File: config.mk
export PLATFORM = sky130hd
export DESIGN_NAME = swc_top
export DESIGN_NICKNAME = d
export VERILOG_FILES = /design/src/include/swc_pkg.sv /design/src/core/swc_sync.sv /design/src/core/swc_top.sv
export VERILOG_INCLUDE_DIRS = /design/src /design/src/include
export SDC_FILE = /design/constraint.sdc
export NUM_CORES = 1
export LEC_CHECK = 0
export ABC_AREA = 1
export BUFFER_PORTS_ARGS = -buffer_cell sky130_fd_sc_hd__buf_2
export CORE_MARGIN = 10
export CORE_UTILIZATION = 49
export DETAILED_ROUTE_END_ITERATION = 7
export GPL_TIMING_DRIVEN = 0
export PLACE_DENSITY_LB_ADDON = 0.15
export REMOVE_ABC_BUFFERS = 1
export SYNTH_ARGS = -nofsm -noshare
export SYNTH_HDL_FRONTEND = slang
export SYNTH_SLANG_ARGS = --single-unit
File: constraint.sdc
create_clock -name CLK_I -period 4.8 [get_ports CLK_I]
set_clock_uncertainty 0.05 [all_clocks]
set_input_delay 0.24 -clock CLK_I [delete_from_list [all_inputs] [get_ports CLK_I]]
set_output_delay 0.24 -clock CLK_I [all_outputs]
set_load 0.01 [all_outputs]
File: src/include/swc_cfg.svh
`ifndef SWC_CFG_SVH
`define SWC_CFG_SVH
// Function
// - pin reset, brown-out, power-on, watchdog or an irq ends sleep.
// - a pin, brown-out or power-on wake-up gives a full device reset.
// - a watchdog or interrupt wake-up resumes execution with no reset.
// - while sleep executes, the instruction at pc plus one is prefetched.
// - an interrupt wakes the device only if its own enable bit is set.
// - an enabled interrupt wakes the device whatever the global enable.
// - global enable clear: execution goes on after sleep with no vector.
// - global enable set: prefetched op runs, then the routine is called.
// - the windowed watchdog is cleared on every exit from sleep.
// - peripherals on a clock other than the main clock may run in sleep.

// =====================================================
// widths and reset values
`define SWC_PC_W 15
`define SWC_IRQ_W 8
`define SWC_PERIPH_W 8
`define SWC_PC_RST 15'h0000
`define SWC_IRQ_NONE 8'h00
// reset pulse length in ns and cycles at 8 ns
`define SWC_RST_NS 64
`define SWC_CLK_NS 8
`define SWC_RST_CYC ((`SWC_RST_NS + `SWC_CLK_NS - 1) / `SWC_CLK_NS)
`endif

File: src/include/swc_pkg.sv
package swc_pkg;
  // gray codes along run, sleep_entry, asleep, wake, isr path
  typedef enum logic [2:0] {
    SWC_RUN = 3'h0,
    SWC_ENTER = 3'h1,
    SWC_ASLEEP = 3'h3,
    SWC_RESUME = 3'h2,
    SWC_VECTOR = 3'h6,
    SWC_RESET = 3'h7
  } swc_state_t;
  typedef enum logic [1:0] {
    SWC_WAKE_NONE = 2'h0,
    SWC_WAKE_RESET = 2'h1,
    SWC_WAKE_RESUME = 2'h2
  } swc_wake_t;
endpackage
File: src/core/swc_sync.sv
`timescale 1ns/1ns
// three-flop synchroniser; a change is accepted once flops 2 and 3 agree
module swc_sync
#(
  parameter int W = 1
)
(
  input wire logic clk_i,
  input wire logic rst_i,
  input wire logic [W-1:0] d_i,
  input wire logic [W-1:0] rst_val_i,
  output logic [W-1:0] q_o
);
  logic [W-1:0] s1;
  logic [W-1:0] s2;
  logic [W-1:0] s3;
  logic [W-1:0] q;
  logic [W-1:0] next_q;
  logic primed;

  always_comb
  begin
    next_q = q;
    for (int i = 0; i < W; i++)
    begin
      if (s2[i] == s3[i])
      begin
        next_q[i] = s3[i];
      end
    end
    if (!primed)
    begin
      next_q = rst_val_i;
    end
  end

  always_ff @(posedge clk_i or posedge rst_i)
  begin
    if (rst_i)
    begin
      s1 <= '0;
      s2 <= '0;
      s3 <= '0;
      q <= '0;
      primed <= 1'b0;
    end
    else
    begin
      s1 <= d_i;
      s2 <= s1;
      s3 <= s2;
      q <= next_q;
      primed <= 1'b1;
    end
  end

  assign q_o = q;
endmodule

File: src/core/swc_top.sv
`timescale 1ns/1ns
`include "swc_cfg.svh"
module swc_top
(
  input wire logic CLK_I,
  input wire logic RST_I,
  input wire logic SLEEP_EXEC_I,
  input wire logic [`SWC_PC_W-1:0] PC_I,
  input wire logic EXT_RESET_PIN_N_I,
  input wire logic EXT_RESET_EN_I,
  input wire logic BROWNOUT_I,
  input wire logic BROWNOUT_EN_I,
  input wire logic POR_I,
  input wire logic WDT_TIMEOUT_I,
  input wire logic WDT_EN_I,
  input wire logic [`SWC_IRQ_W-1:0] EXT_IRQ_I,
  input wire logic [`SWC_IRQ_W-1:0] EXT_IRQ_EN_I,
  input wire logic [`SWC_PERIPH_W-1:0] PERIPH_IRQ_I,
  input wire logic [`SWC_PERIPH_W-1:0] PERIPH_IRQ_EN_I,
  input wire logic [`SWC_PERIPH_W-1:0] PERIPH_ALT_CLK_I,
  input wire logic GLOBAL_INTERRUPT_ENABLE_I,
  input wire logic PREFETCH_DONE_I,
  output logic ASLEEP_O,
  output logic MAIN_CLK_EN_O,
  output logic FETCH_EN_O,
  output logic PREFETCH_REQ_O,
  output logic [`SWC_PC_W-1:0] PREFETCH_ADDR_O,
  output logic EXEC_PREFETCHED_O,
  output logic VECTOR_ISR_O,
  output logic DEVICE_RESET_O,
  output logic WDT_CLEAR_O,
  output logic [`SWC_PERIPH_W-1:0] PERIPH_RUN_O,
  output swc_pkg::swc_wake_t WAKE_CAUSE_O
);
  import swc_pkg::*;

  localparam int RCW = $clog2(`SWC_RST_CYC + 1);
  localparam int NIN = 6 + 2 * `SWC_IRQ_W + `SWC_PERIPH_W;

  // =====================================================
  // pin synchronisers (ext reset pin idles high)
  logic [NIN-1:0] raw_in;
  logic [NIN-1:0] sync_in;
  logic [NIN-1:0] sync_rst_val;
  logic ext_rst_n;
  logic bor_s;
  logic por_s;
  logic wdt_s;
  logic ext_rst_en_s;
  logic bor_en_s;
  logic [`SWC_IRQ_W-1:0] ext_irq_s;
  logic [`SWC_IRQ_W-1:0] ext_en_s;
  logic [`SWC_PERIPH_W-1:0] per_irq_s;

  assign raw_in = {EXT_RESET_PIN_N_I, BROWNOUT_I, POR_I, WDT_TIMEOUT_I,
                   EXT_RESET_EN_I, BROWNOUT_EN_I, EXT_IRQ_I, EXT_IRQ_EN_I,
                   PERIPH_IRQ_I};
  assign sync_rst_val = {1'b1, {(NIN - 1){1'b0}}};
  assign {ext_rst_n, bor_s, por_s, wdt_s, ext_rst_en_s, bor_en_s,
          ext_irq_s, ext_en_s, per_irq_s} = sync_in;

  swc_sync #(.W(NIN)) u_sync
  (
    .clk_i(CLK_I),
    .rst_i(RST_I),
    .d_i(raw_in),
    .rst_val_i(sync_rst_val),
    .q_o(sync_in)
  );

  // =====================================================
  // wake event classification
  logic reset_evt;
  logic resume_evt;

  always_comb
  begin
    reset_evt = (!ext_rst_n && ext_rst_en_s)
      || (bor_s && bor_en_s) || por_s;
    // individual enables only; global enable plays no part here
    resume_evt = (wdt_s && WDT_EN_I)
      || |(ext_irq_s & ext_en_s)
      || |(per_irq_s & PERIPH_IRQ_EN_I);
  end

  // =====================================================
  // sleep sequencer
  swc_state_t state;
  swc_state_t next_state;
  swc_wake_t cause;
  swc_wake_t next_cause;
  logic [`SWC_PC_W-1:0] pf_addr;
  logic [`SWC_PC_W-1:0] next_pf_addr;
  logic gie_at_wake;
  logic next_gie_at_wake;
  logic [RCW-1:0] rst_cnt;
  logic [RCW-1:0] next_rst_cnt;

  always_comb
  begin
    next_state = state;
    next_cause = cause;
    next_pf_addr = pf_addr;
    next_gie_at_wake = gie_at_wake;
    next_rst_cnt = rst_cnt;
    unique case (state)
      SWC_RUN:
      begin
        if (reset_evt)
        begin
          next_state = SWC_RESET;
          next_rst_cnt = RCW'(`SWC_RST_CYC);
        end
        else if (SLEEP_EXEC_I)
        begin
          next_state = SWC_ENTER;
          next_pf_addr = PC_I + `SWC_PC_W'(1);
          next_cause = SWC_WAKE_NONE;
        end
      end
      SWC_ENTER:
      begin
        if (PREFETCH_DONE_I)
        begin
          next_state = SWC_ASLEEP;
        end
      end
      SWC_ASLEEP:
      begin
        if (reset_evt)
        begin
          next_state = SWC_RESET;
          next_cause = SWC_WAKE_RESET;
          next_rst_cnt = RCW'(`SWC_RST_CYC);
        end
        else if (resume_evt)
        begin
          next_state = SWC_RESUME;
          next_cause = SWC_WAKE_RESUME;
          next_gie_at_wake = GLOBAL_INTERRUPT_ENABLE_I;
        end
      end
      SWC_RESUME:
      begin
        // prefetched instruction runs first in both cases
        next_state = gie_at_wake ? SWC_VECTOR : SWC_RUN;
      end
      SWC_VECTOR:
      begin
        next_state = SWC_RUN;
      end
      SWC_RESET:
      begin
        if (rst_cnt > RCW'(1))
        begin
          next_rst_cnt = rst_cnt - RCW'(1);
        end
        else if (!reset_evt)
        begin
          next_state = SWC_RUN;
          next_rst_cnt = '0;
        end
      end
      default:
      begin
        next_state = SWC_RUN;
      end
    endcase
  end

  always_ff @(posedge CLK_I or posedge RST_I)
  begin
    if (RST_I)
    begin
      state <= SWC_RUN;
      cause <= SWC_WAKE_NONE;
      pf_addr <= `SWC_PC_RST;
      gie_at_wake <= 1'b0;
      rst_cnt <= '0;
    end
    else
    begin
      state <= next_state;
      cause <= next_cause;
      pf_addr <= next_pf_addr;
      gie_at_wake <= next_gie_at_wake;
      rst_cnt <= next_rst_cnt;
    end
  end

  // =====================================================
  // registered outputs
  logic wake_exit;
  assign wake_exit = (state == SWC_ASLEEP) && (reset_evt || resume_evt);

  always_ff @(posedge CLK_I or posedge RST_I)
  begin
    if (RST_I)
    begin
      ASLEEP_O <= 1'b0;
      MAIN_CLK_EN_O <= 1'b1;
      FETCH_EN_O <= 1'b1;
      PREFETCH_REQ_O <= 1'b0;
      PREFETCH_ADDR_O <= `SWC_PC_RST;
      EXEC_PREFETCHED_O <= 1'b0;
      VECTOR_ISR_O <= 1'b0;
      DEVICE_RESET_O <= 1'b0;
      WDT_CLEAR_O <= 1'b0;
      PERIPH_RUN_O <= '1;
      WAKE_CAUSE_O <= SWC_WAKE_NONE;
    end
    else
    begin
      ASLEEP_O <= next_state == SWC_ASLEEP;
      MAIN_CLK_EN_O <= next_state != SWC_ASLEEP;
      FETCH_EN_O <= next_state == SWC_RUN;
      PREFETCH_REQ_O <= next_state == SWC_ENTER;
      PREFETCH_ADDR_O <= next_pf_addr;
      EXEC_PREFETCHED_O <= next_state == SWC_RESUME;
      VECTOR_ISR_O <= next_state == SWC_VECTOR;
      DEVICE_RESET_O <= next_state == SWC_RESET;
      WDT_CLEAR_O <= wake_exit;
      // alternate-clock peripherals keep running asleep
      PERIPH_RUN_O <= (next_state == SWC_ASLEEP)
        ? PERIPH_ALT_CLK_I : '1;
      WAKE_CAUSE_O <= next_cause;
    end
  end
endmodule

==> flow_metrics.env <==
export IMPL_status="completed"
export IMPL_h_tree_depth=4
export IMPL_crit_path_end_kind="flip-flop"
export IMPL_die_x_microns=127
export IMPL_min_period_over_period_pct=40.5
export IMPL_yosysWarnings=0
export IMPL_synth_area_per_cell_sq_um=11.7
export IMPL_cp_arrival_ns=2.24
export IMPL_rsz0062_at_grt="no"
export IMPL_fp_dieArea_sq_um=16100
export IMPL_final_cell_mix="152 x dfrtp_1, 99 x buf_2, 80 x nand2_1"
export IMPL_cp_top_family="simple AND/OR/NAND/NOR gates"
export IMPL_ys_seq_area_share_pct=72.6
export IMPL_total_power_w=0.00362
export IMPL_die_h_microns=127
export IMPL_hp_start="PC_I[9]"
export IMPL_synth_area_leaders="dfrtp_1 68%, nand2_1 5.4%, dfstp_2 4.7%"
export IMPL_io_buffers=99
export IMPL_mostFrequentLayoutCell="dfrtp_1"
export IMPL_diodes=0
export IMPL_drt_iter0_drc=222
export IMPL_antenna_found_initial=0
export IMPL_grt_pass1_wl_microns=18200
export IMPL_drive_gt1_share_pct=25.6
export IMPL_syn_area_sq_um=5600
export IMPL_ff2ff_setup_slack_ns=2.86
export IMPL_coreArea_sq_um=11000
export IMPL_syn_inst=477
export IMPL_first_pass_iters=4
export IMPL_slowest_stage="nor2_2"
export IMPL_holdCritPathClass="primary input to flip-flop"
export IMPL_slowest_delay_ns=0.41
export IMPL_post_route_min_period_ns=1.94
export IMPL_slew_violations=0
export IMPL_reg2reg_from="u_sync.q_o[28]$_DFFE_PP0P_"
export IMPL_drc=0
export IMPL_peakVddDrop_v=0.000344
export IMPL_fin_setup_tns_ns=0
export IMPL_rows=38
export IMPL_fillers=848
export IMPL_ff2ff_path_depth=9
export IMPL_fin_nets=699
export IMPL_leakage_nw=3.53
export IMPL_gp_congestion=0.756
export IMPL_routed_wl_microns=10600
export IMPL_relSlewSlack_pct=39.6
export IMPL_critPathRequiredTime_ns=5.10
export IMPL_dp_hpwl_microns=7000
export IMPL_track_usage_pct=14.0
export IMPL_critical_path_class="flip-flop to flip-flop"
export IMPL_clk_path_buf_depth=2
export IMPL_cp_start_kind="flip-flop"
export IMPL_synth_top_cell_area_share_pct=67.9
export IMPL_holdPathStages=3
export IMPL_antenna_left=0
export IMPL_viasPerCell=4.74
export IMPL_r2r_end="PREFETCH_ADDR_O[7]$_DFFE_PP0P_"
export IMPL_cpMostUsedCell="nand2_1"
export IMPL_via_count=3703
export IMPL_path_cells="nand2_1 > nand3b_4 > inv_2 > nand2_1 > nor2_2 > inv_2 > a21oi_2 > o21ai_1 > nand2_1"
export IMPL_power_density_nw_per_um2=501
export IMPL_syn2layout_area_growth_pct=29.0
export IMPL_overflow=0
export IMPL_grt_max_degree=88
export IMPL_initial_utilization_pct=50.8
export IMPL_crit_fanout=20
export IMPL_drv_cap=0
export IMPL_max_freq_mhz=515
export IMPL_cts_root_buffer="clkbuf_16"
export IMPL_clk_pin_slew_worst_paths_ns=0.06
export IMPL_synth_seq_cells=162
export IMPL_wl_per_cell_microns=13.5
export IMPL_yosysTopAreaCell="dfrtp_1"
export IMPL_ios=100
export IMPL_grt_pass1_vias=3867
export IMPL_setup_viol=0
export IMPL_tritoncts="yes"
export IMPL_tightest_slew_ns=0.906
export IMPL_critical_path_buf_inv_count=2
export IMPL_post_cts_buffers=0
export IMPL_clock_sinks=162
export IMPL_synthDistinctLibCells=32
export IMPL_hold_end="PREFETCH_ADDR_O[9]$_DFFE_PP0P_"
export IMPL_numCtsBuffers=17
export IMPL_clock_latency_ns=0.41
export IMPL_hold_viol_final=0
## through the flow
step | hold WS, ns | worst slack (ns) | cells | utilization [%] | cell area (sq um)
after floorplan | 0.221 | 0.150 | 469 | - | 5550
after global placement | 0.282 | -1.30 | 708 | 56.4 | 6220
after detailed placement | 0.285 | 2.85 | 709 | 56.7 | 6250
after CTS | 0.0554 | 2.83 | 781 | 65.5 | 7230
after global routing | 0.0650 | 2.65 | 781 | 65.5 | 7230
final | 0.0761 | 2.86 | 781 | 65.5 | 7230
## worst max path at each step
stage	slack, ns	end	from	cells past startpoint
2_1_floorplan	0.15	ASLEEP_O$_DFF_PP0_	RST_I	1
3_3_place_gp	-1.30	DEVICE_RESET_O$_DFF_PP0_	RST_I	2
3_5_place_dp	2.85	PREFETCH_ADDR_O[7]$_DFFE_PP0P_	u_sync.q_o[28]$_DFFE_PP0P_	9
4_1_cts	2.83	PREFETCH_ADDR_O[7]$_DFFE_PP0P_	u_sync.q_o[28]$_DFFE_PP0P_	9
5_1_grt	2.65	PREFETCH_ADDR_O[7]$_DFFE_PP0P_	u_sync.q_o[28]$_DFFE_PP0P_	9
6_report	2.86	PREFETCH_ADDR_O[7]$_DFFE_PP0P_	u_sync.q_o[28]$_DFFE_PP0P_	9
## flip-flops by register name, summed over array words and instances, names as in the netlist, 3 cells and up
register         count
state                3
u_sync.s1           30
u_sync.s3           30
u_sync.q_o          30
rst_cnt              4
PREFETCH_ADDR_O     15
u_sync.s2           30
PERIPH_RUN_O         8
## cell families (layout without fill, tap and decap cells)
kind of cell,after synthesis,after routing,share of synthesized area [%]
DFF,162,162,72.6
AOI/OAI and AO/OA,83,83,7.70
and+or+nand+nor,175,175,14.1
adders and majority gates,3,3,0.670
other,1,1,0.0669
buffers and inverters,43,207,3.30
xor gates and xnor gates,10,10,1.56
## power by group
part / switching (W) / internal, W / leakage, nW
Clock: 0.000507 / 0.000764 / 0.267
Sequential: 0.0000996 / 0.00157 / 1.96
Combinational: 0.000416 / 0.000262 / 1.31
## layout make-up
class	instances	area [sq um]	share of cell area (%)
multi-input cells	272	1350	18.7
clock inverters	8	78.8	1.09
inverters	35	136	1.89
clock buffers	23	488	6.75
flip-flops and latches	162	4070	56.2
repair buffers	141	933	12.9
well taps	140	175	2.42
## timing repair
item,4_1_cts,5_1_grt
hold buffers,41,0
hold endpoints to repair,117,0
resized for setup,0,0
## synthesized netlist by cell type (all sizes together)
cell type	n
dfrtp	152
nand2	85
nor2	57
o21ai	46
inv	35
a21oi	33
nand3	14
nand4	12
dfstp	10
xor2	8
buf	5
a31oi	4
clkbuf	3
ha	3
nor3	3
xnor2	2
conb	1
nand3b	1
nor3b	1
nor4	1
or2	1
## metal layers
layer / GRT usage [%] / up-vias / routed length, microns
met1: 16.6 / 1767 / 4630
met3: 5.04 / 12 / 514
li1: - / 1854 / -
met4: 5.83 / 0 / 148
met5: 0 / - / 0
met2: 22.7 / 70 / 5280
## worst min-delay path, delay by kind of cell
family | cells | cell delay [ns]
buffers and inverters | 1 | 0.12
AOI/OAI and AO/OA | 1 | 0.07
and+or+nand+nor | 1 | 0.06
Power figures use the tool's default switching activity.
